## config.mk

```make
export PLATFORM = sky130hd
export DESIGN_NAME = pdl_host
export DESIGN_NICKNAME = d
export VERILOG_FILES = /design/src/pdl_pkg.sv /design/src/pdl_host.sv /design/src/pdl_sync.sv
export VERILOG_INCLUDE_DIRS = /design/src
export SDC_FILE = /design/constraint.sdc
export NUM_CORES = 1
export LEC_CHECK = 0
export BUFFER_PORTS_ARGS = -buffer_cell sky130_fd_sc_hd__buf_2
export CAP_MARGIN = 20
export CORE_ASPECT_RATIO = 1.5
export CORE_MARGIN = 2
export CORE_UTILIZATION = 56
export DETAILED_ROUTE_END_ITERATION = 12
export GPL_TIMING_DRIVEN = 0
export PLACE_DENSITY = 0.84
export SLEW_MARGIN = 20
export SYNTH_ARGS = -nofsm -noshare
export SYNTH_HDL_FRONTEND = slang
export SYNTH_SLANG_ARGS = --single-unit
```

## constraint.sdc

```tcl
create_clock -name core_clk_in -period 5.3 [get_ports core_clk_in]
set_clock_uncertainty 0.2 [all_clocks]
set_input_delay 0.53 -clock core_clk_in [delete_from_list [all_inputs] [get_ports core_clk_in]]
set_output_delay 0.53 -clock core_clk_in [all_outputs]
set_load 0.03 [all_outputs]
```

## src/pdl_consts.svh

```systemverilog
// timing counts and widths for the parallel dac load and readback host
// ---------------------------------------------------------------------
// Contract
// - one whole data word per transfer, parallel
// - write while select and direction both low
// - host gives each write falling and rising edge
// - read while direction high and select low
// - each word framed by its own edge pair
// - host inserts one wait state if needed
// ---------------------------------------------------------------------
`ifndef PDL_CONSTS_SVH
`define PDL_CONSTS_SVH
`define PDL_DATA_W 12
`define PDL_CLK_PERIOD_NS 4
`define PDL_SETUP_NS 8
`define PDL_STROBE_NS 20
`define PDL_HOLD_NS 8
`define PDL_WAIT_NS 4
`define PDL_CYC(ns) ((((ns) + `PDL_CLK_PERIOD_NS - 1) / `PDL_CLK_PERIOD_NS) < 1 ? 1 : \
	(((ns) + `PDL_CLK_PERIOD_NS - 1) / `PDL_CLK_PERIOD_NS))
`define PDL_SETUP_CYC `PDL_CYC(`PDL_SETUP_NS)
`define PDL_STROBE_CYC `PDL_CYC(`PDL_STROBE_NS)
`define PDL_HOLD_CYC `PDL_CYC(`PDL_HOLD_NS)
`define PDL_WAIT_CYC `PDL_CYC(`PDL_WAIT_NS)
`endif

```

## src/pdl_pkg.sv

```systemverilog
// types for the parallel dac load and readback host
package pdl_pkg;
	typedef enum logic [4:0] {
		PDL_IDLE = 5'h01,
		PDL_SETUP = 5'h02,
		PDL_STROBE = 5'h04,
		PDL_HOLD = 5'h08,
		PDL_DONE = 5'h10
	} pdl_state_t;
endpackage

```

## src/pdl_host.sv

```systemverilog
// host controller that writes and reads back the parallel dac port
`timescale 1ns/1ps
`default_nettype none
`include "pdl_consts.svh"
module pdl_host #(
	parameter int DATA_W = `PDL_DATA_W,
	parameter int WAIT_EN = 1
) (
	input wire logic core_clk_in,
	input wire logic rst_n_in,
	input wire logic req_valid_in,
	input wire logic req_read_in,
	input wire logic [DATA_W-1:0] req_data_in,
	output logic req_ready_out,
	output logic done_out,
	output logic [DATA_W-1:0] rd_data_out,
	output logic sel_n_out,
	output logic rd_wr_n_out,
	input wire logic [DATA_W-1:0] parallel_data_lines_in,
	output logic [DATA_W-1:0] parallel_data_lines_out,
	output logic parallel_data_lines_oe_n_out
);
	// ---------------------------------------------------------------
	// timing
	// ---------------------------------------------------------------
	localparam int SETUP_C = `PDL_SETUP_CYC;
	localparam int STROBE_C = `PDL_STROBE_CYC + (WAIT_EN != 0 ? `PDL_WAIT_CYC : 0);
	localparam int HOLD_C = `PDL_HOLD_CYC;
	pdl_pkg::pdl_state_t state_r;
	pdl_pkg::pdl_state_t state_nxt;
	logic [7:0] cnt_r;
	logic rd_r;
	logic [DATA_W-1:0] bus_sync;
	logic cnt_end;
	logic [7:0] low_len_r;
	logic [1:0] frame_falls_r;
	assign cnt_end = (cnt_r == 8'h00);
	// ---------------------------------------------------------------
	// pin sampling; the read path is off-domain so goes through two flops
	// ---------------------------------------------------------------
	pdl_sync #(.WIDTH(DATA_W)) u_sync (
		.core_clk_in(core_clk_in),
		.rst_n_in(rst_n_in),
		.async_in(parallel_data_lines_in),
		.sync_out(bus_sync)
	);
	// ---------------------------------------------------------------
	// sequencer
	// ---------------------------------------------------------------
	always_comb begin
		state_nxt = state_r;
		case (state_r)
			pdl_pkg::PDL_IDLE: begin
				if (req_valid_in && req_ready_out) begin
					state_nxt = pdl_pkg::PDL_SETUP;
				end
			end
			pdl_pkg::PDL_SETUP: begin
				if (cnt_end) begin
					state_nxt = pdl_pkg::PDL_STROBE;
				end
			end
			pdl_pkg::PDL_STROBE: begin
				if (cnt_end) begin
					state_nxt = pdl_pkg::PDL_HOLD;
				end
			end
			pdl_pkg::PDL_HOLD: begin
				if (cnt_end) begin
					state_nxt = pdl_pkg::PDL_DONE;
				end
			end
			pdl_pkg::PDL_DONE: begin
				state_nxt = pdl_pkg::PDL_IDLE;
			end
			default: begin
				state_nxt = pdl_pkg::PDL_IDLE;
			end
		endcase
	end
	always_ff @(posedge core_clk_in) begin
		if (!rst_n_in) begin
			state_r <= pdl_pkg::PDL_IDLE;
		end else begin
			state_r <= state_nxt;
		end
	end
	always_ff @(posedge core_clk_in) begin
		if (!rst_n_in) begin
			cnt_r <= 8'h00;
		end else if (state_r != state_nxt) begin
			case (state_nxt)
				pdl_pkg::PDL_SETUP: cnt_r <= 8'(SETUP_C - 1);
				pdl_pkg::PDL_STROBE: cnt_r <= 8'(STROBE_C - 1);
				pdl_pkg::PDL_HOLD: cnt_r <= 8'(HOLD_C - 1);
				default: cnt_r <= 8'h00;
			endcase
		end else if (!cnt_end) begin
			cnt_r <= cnt_r - 8'h01;
		end
	end
	// ---------------------------------------------------------------
	// request capture
	// ---------------------------------------------------------------
	always_ff @(posedge core_clk_in) begin
		if (!rst_n_in) begin
			rd_r <= 1'b0;
			parallel_data_lines_out <= '0;
		end else if (state_r == pdl_pkg::PDL_IDLE && req_valid_in && req_ready_out) begin
			rd_r <= req_read_in;
			parallel_data_lines_out <= req_data_in;
		end
	end
	always_ff @(posedge core_clk_in) begin
		if (!rst_n_in) begin
			req_ready_out <= 1'b0;
		end else begin
			req_ready_out <= (state_nxt == pdl_pkg::PDL_IDLE);
		end
	end
	// ---------------------------------------------------------------
	// pins: select low only in strobe, so every word gets both edges
	// ---------------------------------------------------------------
	always_ff @(posedge core_clk_in) begin
		if (!rst_n_in) begin
			sel_n_out <= 1'b1;
		end else begin
			sel_n_out <= (state_nxt != pdl_pkg::PDL_STROBE);
		end
	end
	always_ff @(posedge core_clk_in) begin
		if (!rst_n_in) begin
			rd_wr_n_out <= 1'b1;
		end else if (state_nxt == pdl_pkg::PDL_IDLE || state_nxt == pdl_pkg::PDL_DONE) begin
			rd_wr_n_out <= 1'b1;
		end else if (state_r == pdl_pkg::PDL_IDLE) begin
			rd_wr_n_out <= req_read_in;
		end
	end
	// released on reads and while idle, so the device never meets our drive
	always_ff @(posedge core_clk_in) begin
		if (!rst_n_in) begin
			parallel_data_lines_oe_n_out <= 1'b1;
		end else if (state_nxt == pdl_pkg::PDL_IDLE || state_nxt == pdl_pkg::PDL_DONE) begin
			parallel_data_lines_oe_n_out <= 1'b1;
		end else if (state_r == pdl_pkg::PDL_IDLE) begin
			parallel_data_lines_oe_n_out <= req_read_in;
		end
	end
	// ---------------------------------------------------------------
	// readback; sampled late in strobe, sync adds two cycles so take at hold end
	// ---------------------------------------------------------------
	always_ff @(posedge core_clk_in) begin
		if (!rst_n_in) begin
			rd_data_out <= '0;
			done_out <= 1'b0;
		end else begin
			done_out <= (state_r == pdl_pkg::PDL_HOLD) && cnt_end;
			if (state_r == pdl_pkg::PDL_HOLD && cnt_end && rd_r) begin
				rd_data_out <= bus_sync;
			end
		end
	end
	// ---------------------------------------------------------------
	// check helpers
	// ---------------------------------------------------------------
	// select-low run length; frames are short, so 8 bits never wrap
	always_ff @(posedge core_clk_in) begin
		if (!rst_n_in) begin
			low_len_r <= 8'h00;
		end else if (!sel_n_out) begin
			low_len_r <= low_len_r + 8'h01;
		end else begin
			low_len_r <= 8'h00;
		end
	end
	// falls of select since the request was taken, saturating
	always_ff @(posedge core_clk_in) begin
		if (!rst_n_in) begin
			frame_falls_r <= 2'h0;
		end else if (state_r == pdl_pkg::PDL_IDLE) begin
			frame_falls_r <= 2'h0;
		end else if (!sel_n_out && low_len_r == 8'h00 && frame_falls_r != 2'h3) begin
			frame_falls_r <= frame_falls_r + 2'h1;
		end
	end
	// ---------------------------------------------------------------
	// checks
	// ---------------------------------------------------------------
	a_no_drive_read: assert property (@(posedge core_clk_in) disable iff (!rst_n_in)
		rd_wr_n_out |-> parallel_data_lines_oe_n_out) else $error("host drove bus during read");
	a_sel_edges: assert property (@(posedge core_clk_in) disable iff (!rst_n_in)
		$fell(sel_n_out) |-> !sel_n_out[*2]) else $error("select pulse too short");
	a_write_dir: assert property (@(posedge core_clk_in) disable iff (!rst_n_in)
		(!sel_n_out && !rd_r) |-> (!rd_wr_n_out && !parallel_data_lines_oe_n_out)) else $error("write not low");
	a_read_dir: assert property (@(posedge core_clk_in) disable iff (!rst_n_in)
		(!sel_n_out && rd_r) |-> rd_wr_n_out) else $error("read direction wrong");
	a_done_after: assert property (@(posedge core_clk_in) disable iff (!rst_n_in)
		$rose(sel_n_out) |-> ##[1:8] done_out) else $error("no done after strobe");
	a_data_stable: assert property (@(posedge core_clk_in) disable iff (!rst_n_in)
		!sel_n_out |-> $stable(parallel_data_lines_out)) else $error("write data moved");
	a_sel_idle: assert property (@(posedge core_clk_in) disable iff (!rst_n_in)
		req_ready_out |-> sel_n_out) else $error("select low while idle");
	a_strobe_len: assert property (@(posedge core_clk_in) disable iff (!rst_n_in)
		$rose(sel_n_out) |-> (low_len_r == 8'(STROBE_C))) else $error("strobe length wrong");
	a_dir_before: assert property (@(posedge core_clk_in) disable iff (!rst_n_in)
		$fell(sel_n_out) |-> ($stable(rd_wr_n_out) && $stable(parallel_data_lines_oe_n_out)))
		else $error("direction set too late");
	a_dir_hold: assert property (@(posedge core_clk_in) disable iff (!rst_n_in)
		$rose(sel_n_out) |-> $stable(rd_wr_n_out) ##1 $stable(rd_wr_n_out)) else $error("direction not held");
	a_write_drive: assert property (@(posedge core_clk_in) disable iff (!rst_n_in)
		!rd_wr_n_out |-> !parallel_data_lines_oe_n_out) else $error("write without drive");
	a_oe_idle: assert property (@(posedge core_clk_in) disable iff (!rst_n_in)
		req_ready_out |-> (parallel_data_lines_oe_n_out && rd_wr_n_out)) else $error("bus not released idle");
	a_ready_after: assert property (@(posedge core_clk_in) disable iff (!rst_n_in)
		done_out |=> req_ready_out) else $error("not ready after done");
	a_done_pulse: assert property (@(posedge core_clk_in) disable iff (!rst_n_in)
		done_out |=> !done_out) else $error("done longer than one cycle");
	a_frame_once: assert property (@(posedge core_clk_in) disable iff (!rst_n_in)
		done_out |-> (frame_falls_r == 2'h1)) else $error("not one select frame per word");
endmodule
`default_nettype wire

```

## src/pdl_sync.sv

```systemverilog
// two flop synchroniser, one per bit
`timescale 1ns/1ps
`default_nettype none
module pdl_sync #(
	parameter int WIDTH = 12
) (
	input wire logic core_clk_in,
	input wire logic rst_n_in,
	input wire logic [WIDTH-1:0] async_in,
	output logic [WIDTH-1:0] sync_out
);
	logic [WIDTH-1:0] meta_r;
	genvar gi;
	generate
		for (gi = 0; gi < WIDTH; gi++) begin : g_bit
			always_ff @(posedge core_clk_in) begin
				if (!rst_n_in) begin
					meta_r[gi] <= 1'b0;
					sync_out[gi] <= 1'b0;
				end else begin
					meta_r[gi] <= async_in[gi];
					sync_out[gi] <= meta_r[gi];
				end
			end
		end
	endgenerate
endmodule
`default_nettype wire
```

==> results of run 1 <==
registers in the layout (all words and copies together) (netlist names):
signal / cells
state_r: 5
rd_data_out: 12
parallel_data_lines_oe_n_out: 1
cnt_r: 8
req_ready_out: 1
sel_n_out: 1
done_out: 1
rd_r: 1
u_sync.meta_r: 12
parallel_data_lines_out: 12
u_sync.sync_out: 12
final timing paths:
| path | end | slack (ns) |
|---|---|---|
| worst min-delay path | u_sync.meta_r[9]$_SDFF_PN0_ | 0.20 |
| worst max register to register | rd_data_out[2]$_SDFFE_PN0P_ | 2.95 |
| worst min register to register | u_sync.sync_out[1]$_SDFF_PN0_ | 0.23 |
| worst max-delay path | rd_data_out[2]$_SDFFE_PN0P_ | 2.95 |
synth_stat cells, types with 2 or more instances:
library cell and instances:
xnor2_1 3, nor4_1 3, inv_1 5, nor2_1 12, nor3_2 2, buf_4 2, a21boi_1 21, a21boi_0 4
nand4_1 3, nor3_1 2, nor2b_1 2, dfxtp_1 66, buf_2 4, nand2b_1 2, a211oi_1 3, mux2i_1 3
clkbuf_1 10, nor3b_1 2, nand3_1 3, nand2_1 59, o21ai_0 3, a21oi_1 3, and2_1 24, xor2_1 3
and3_1 3
routing by layer:
layer | up-vias | share of wire, %
li1 | 1024 | -
met1 | 919 | 45
met2 | 46 | 49
met3 | 8 | 4.3
met4 | 0 | 1.8
met5 | - | 0
worst reg2reg max path: cells and delay by family (launching register included):
family,cells,cell delay (ns)
and+or+nand+nor,3,1.19
DFF,1,0.30
buffers and inverters,2,0.44
AOI/OAI and AO/OA,1,0.14
logic make-up (layout without fill, tap and decap cells):
group,after synthesis,after routing,synth area share (%)
buffers and inverters,21,93,3.70
DFF,66,66,53.5
and+or+nand+nor,127,127,26.2
muxes,3,3,1.22
xor gates and xnor gates,6,6,2.13
AOI/OAI and AO/OA,43,43,12.7
adders and majority gates,1,1,0.507
final cells by class:
| type | instances | area [um^2] | area share (%) |
|---|---|---|---|
| Buffer | 16 | 72.6 | 2.44 |
| Clock buffer | 12 | 145 | 4.87 |
| Clock inverter | 4 | 27.5 | 0.924 |
| Inverter | 5 | 18.8 | 0.630 |
| Multi-Input combinational cell | 180 | 1060 | 35.4 |
| Sequential cell | 66 | 1320 | 44.4 |
| Tap cell | 46 | 57.6 | 1.93 |
| Timing Repair Buffer | 56 | 280 | 9.41 |
power by group through the flow:
| stage | clock (mW) | combinational [mW] | sequential (mW) |
|---|---|---|---|
| floorplan | 0 | 0.218 | 0.572 |
| global placement | 0 | 0.282 | 0.564 |
| detailed placement | 0 | 0.290 | 0.567 |
| CTS | 0.365 | 0.294 | 0.556 |
| global route | 0.389 | 0.324 | 0.559 |
| finish | 0.358 | 0.290 | 0.556 |
==> run metrics, run 1 <==
Syn Area/Cell=~9.2 um^2; setup_tns=0 ns; utilization after layout=~70%; setup bufs post-CTS=0; layout cells sized above 1=around a quarter; Routed WL per cell=12.1 um; Congestion Overflow GR=0; CP Buf/Inv Count=2; Fillers=between 300 and 400; mapped cell area=roughly 2500 um^2; Hold Path Stages=2; Synth Net Count=around 300; Yosys top cell area share=53.5%; DIE AREA=slightly below 5000 um^2; RSZ-0062 raised after global routing=no; Max Root-Sink Buffers=2; placer congestion estimate=slightly above 0.9; Peak VDD IR=between 0.3 and 0.4 mV; Synth Instances=around 270; Sequential Power Share=a little under half; Final period util=44.3%; Synth async-reset ratio=0%; critical path cell sequence=clkbuf_1 -> nor4_1 -> and3_1 -> buf_2 -> nand2_1 -> a21boi_1; crit path time final=about 2.3 ns; Pre-antenna DRT Iters=4; post-synthesis sequential area ratio=between 50% and 60%; via/cell ratio=5.19; fmax=~0.43 GHz; Post-Route WL=around 4700 um; largest stage delay on the critical path=a little over 0.8 ns; first-pass GRT wire length=between 7000 and 8000 um; leakage=between 1 and 1.5 nW; Iter 0 DRT Violations=58; Total Power=~1.2 mW; Clk pin slew, worst setup/hold paths=~0.070 ns; register bit total from synthesis=between 60 and 70; hold buffer count at CTS=0; Die Span Y=85.3 um; Synth warnings=0; total stage count of the critical path=6; initial core utilization=between 50% and 60%; gr usage total=slightly above 20%; # nets final=between 300 and 400; status=complete, no violations; count of cell types in the netlist=between 40 and 50; crit path launch=state_r[1]$_SDFF_PN0_; Pwr Density=about 400 nW/um^2; Worst-Margin Slew=slightly below 0.9 ns; pin count of the biggest net entering global routing=12; Worst Hold Launch=parallel_data_lines_in[9]; via count=1,997; Final Hold Viols=0; Hold Crit Class=primary input to flip-flop; ANT cells=0; ys flop type=dfxtp_1; Max Cap Viol=0; CTS tree=done; post-route ant nets=0; Post-DP HPWL=~3400 um; Finished Cell Area=2980 um^2; Crit path required time=between 5 and 6 ns; Switching Share=between 30% and 40%; TritonCTS Sinks=66; Internal Power=roughly 0.84 mW; H-tree level count=3; Crit-path slowest cell=nor4_1; grt met1 use=a little under a quarter; initial antenna violation count=0; commonest non-fill, non-tap cell in the layout=dfxtp_1; P&R area growth vs syn=20.7%; final setup violating endpoints=0; num rows=29; Crit. End Element=flip-flop; combinational cell fraction of total power=24.1%; fin cells=about 390; area of placed instances=roughly 2800 um^2; GRT busiest layer=met2; Min Hold Slack=approximately 0.20 ns; Final Slew Violations=0; Setup CP Type=flip-flop to flip-flop; Startpoint Class=flip-flop; die width=58.2 um; number of buffers added on ports=56; Crit Path Max Fanout=10; r2r startpoint=state_r[1]$_SDFF_PN0_; number of global-route vias before repair=1,844; met2 Resource Use GR=between 30% and 40%; core box area=roughly 4200 um^2; pre-CTS WS=3.01 ns; # placed instances=roughly 370; Post-synth EDFFs=0; Clock power frac=around 30%; Worst R2R Path Depth=6; final worst slack=around 3 ns; Remaining DRCs=0; clock tree root buffer cell=clkbuf_8; worst skew pair latency=approximately 0.33 ns; post-CTS resize count=0; cts bufs inserted=9; top post-synthesis cells by area=dfxtp_1 (54%), nand2_1 (9.0%), a21boi_1 (6.4%), and2_1 (6.1%), nor2_1 (1.8%); most frequent cells in the layout=dfxtp_1 (66), buf_2 (60), nand2_1 (59), and2_1 (24), a21boi_1 (21); largest area contributor in the netlist=dfxtp_1; CP top delay family=simple AND/OR/NAND/NOR gates; M3 GR Usage=between 5 and 6%; worst rel slew slack=between 40% and 50%; Psw=~0.36 mW; crit path DAT=about 2.4 ns; top-level I/O count=57
Note: power is estimated with default switching activity, not from simulation.
==> run 2: changes to the inputs <==
- CORE_UTILIZATION: 56 -> 47
- PLACE_DENSITY: 0.84 -> 0.76
- clock period: 5.3 -> 1.9 ns (I/O delays scaled with it)
==> run metrics, run 2 (synthesis gave the netlist of run 1 again) <==
status=finished, violations left; violated checks=setup timing; num rows=32 (+10%); Crit Path Max Fanout=5 (-5); clock tree root buffer cell=clkbuf_8; Clk pin slew, worst setup/hold paths=0.07 ns (about the same); fin cells=442 (+15%); crit path launch=cnt_r[6]$_SDFFE_PN0P_; number of buffers added on ports=56 (unchanged); top-level I/O count=57 (unchanged); Worst Hold Launch=rst_n_in; Final period util=108% (+64 points); Iter 0 DRT Violations=55 (-5.2%); Final Slew Violations=0 (unchanged); Crit path required time=1.92 ns (-3.44 ns); Worst-Margin Slew=0.486 ns (-0.393 ns); P&R area growth vs syn=43.9%; worst skew pair latency=0.34 ns (about the same); sequential standard cell area=1330 um^2 (+0.47%); placer congestion estimate=0.782 (-15%); Congestion Overflow GR=0 (unchanged); die width=63.2 um (+8.5%); Peak VDD IR=0.534 mV (+60%); layout cells sized above 1=37.2% (+12 points); Fillers=397 (+15%); Pwr Density=1080 nW/um^2 (+170%); H-tree level count=3 (unchanged); CTS tree=done; TritonCTS Sinks=66 (unchanged); fmax=0.488 GHz (+14%); ANT cells=0 (unchanged); Startpoint Class=flip-flop; final worst slack=-0.150 ns (-3.10 ns); Max Cap Viol=0 (unchanged); crit path time final=2.05 ns (-0.295 ns); # placed instances=391 (+6.0%); Hold Crit Class=primary input to flip-flop; Total Power=3.82 mW (+220%); leakage=1.51 nW (+16%); cts bufs inserted=9 (unchanged); RSZ-0062 raised after global routing=yes; DIE AREA=5860 um^2 (+18%); post-route ant nets=0 (unchanged); Pre-antenna DRT Iters=4 (unchanged); number of global-route vias before repair=2,175 (+18%); core box area=5080 um^2 (+20%); via count=2,181 (+9.2%); worst rel slew slack=67.3% (+27 points); Remaining DRCs=0 (unchanged); commonest non-fill, non-tap cell in the layout=dfxtp_1; pin count of the biggest net entering global routing=11 (-1); gr usage total=20.7% (+0.21 points); Max Root-Sink Buffers=2 (unchanged); first-pass GRT wire length=9400 um (+20%); Setup CP Type=flip-flop to flip-flop; Die Span Y=92.8 um (+8.7%); final setup violating endpoints=25 (+25); initial antenna violation count=0 (unchanged); crit path DAT=2.07 ns (-0.34 ns); # nets final=400 (+10%); Post-Route WL=5670 um (+21%); Post-DP HPWL=3460 um (+2.5%); most frequent cells in the layout=dfxtp_1 (61), buf_2 (57), nand2_1 (43), dlygate4sd3_1 (25), and2_1 (24); Crit. End Element=flip-flop; via/cell ratio=4.93 (-4.9%); Routed WL per cell=12.8 um (+5.8%); r2r startpoint=cnt_r[6]$_SDFFE_PN0P_; Multi-input gate area=1210 um^2 (+15%); initial core utilization=48.5% (-9.6 points); Final Hold Viols=0 (unchanged)
[run 2: cell count changes in the layout (fill, tap and decap cells not counted), sizes merged]
cell	previous run	this run
clkbuf	22	19
buf	62	76
clkinv	1	3
clkinvlp	3	0
dlygate4sd3	0	25
[run 2: worst paths after layout]
kind,endpoint,slack [ns],cells after the start
setup reg to reg,cnt_r[0]$_SDFFE_PN0P_,-0.15,5
hold / removal,cnt_r[1]$_SDFFE_PN0P_,0.03,3
hold reg to reg,rd_data_out[9]$_SDFFE_PN0P_,0.23,2
setup / recovery,cnt_r[0]$_SDFFE_PN0P_,-0.15,5
[run 2: timing repair]
| item | CTS | global route |
|---|---|---|
| pin swaps | 24 | 16 |
| hold endpoints to repair | 26 | 0 |
| resized for setup | 39 | 20 |
| buffers inserted | 7 | 5 |
| hold buffers | 25 | 0 |
| setup endpoints to repair | 37 | 37 |
| gates cloned | 2 | 0 |
[run 2: layout make-up]
class	instances	area share, %
Buffer	14	2.43
Inverter	5	0.528
Timing Repair Buffer	95	18.9
Sequential cell	66	37.4
Tap cell	68	2.40
Clock buffer	11	3.70
Clock inverter	3	0.528
Multi-Input combinational cell	180	34.2
[run 2: report_power, final]
part / switching, mW / internal (mW) / total, mW
sequential: 0.0834 / 1.49 / 1.57
combinational: 0.602 / 0.706 / 1.31
clock: 0.485 / 0.457 / 0.941
total: 1.17 / 2.65 / 3.82
[run 2: per-stage QoR]
step	worst slack [ns]	TNS [ns]	utilization, %	hold WS [ns]	cell area [um^2]
5_1_grt	-0.187	-4.23	69.9	0.0456	3550
4_1_cts	-0.149	-1.78	68.1	0.00126	3460
3_3_place_gp	-0.444	-7.73	56.1	0.195	2850
2_1_floorplan	-0.0537	-0.118	-	0.117	2490
6_report	-0.150	-1.90	69.9	0.0337	3550
3_5_place_dp	-0.452	-8.54	56.1	0.199	2850
[run 2: routing by layer]
| layer | global-route usage, % | vias to the layer above | share of wire, % |
|---|---|---|---|
| met4 | 9.24 | 0 | 1.8 |
| met2 | 38.7 | 59 | 54 |
| met3 | 6.20 | 9 | 4.1 |
| met5 | 0 | - | 0 |
| met1 | 20.9 | 1017 | 40 |
| li1 | - | 1096 | - |
[run 2: worst max-delay path: stages, from the launching register on]
cell and delay, ns:
dfxtp_2 0.32, or4_4 0.57, or3_4 0.38, a221o_1 0.33, nand2_1 0.07, mux2i_1 0.07
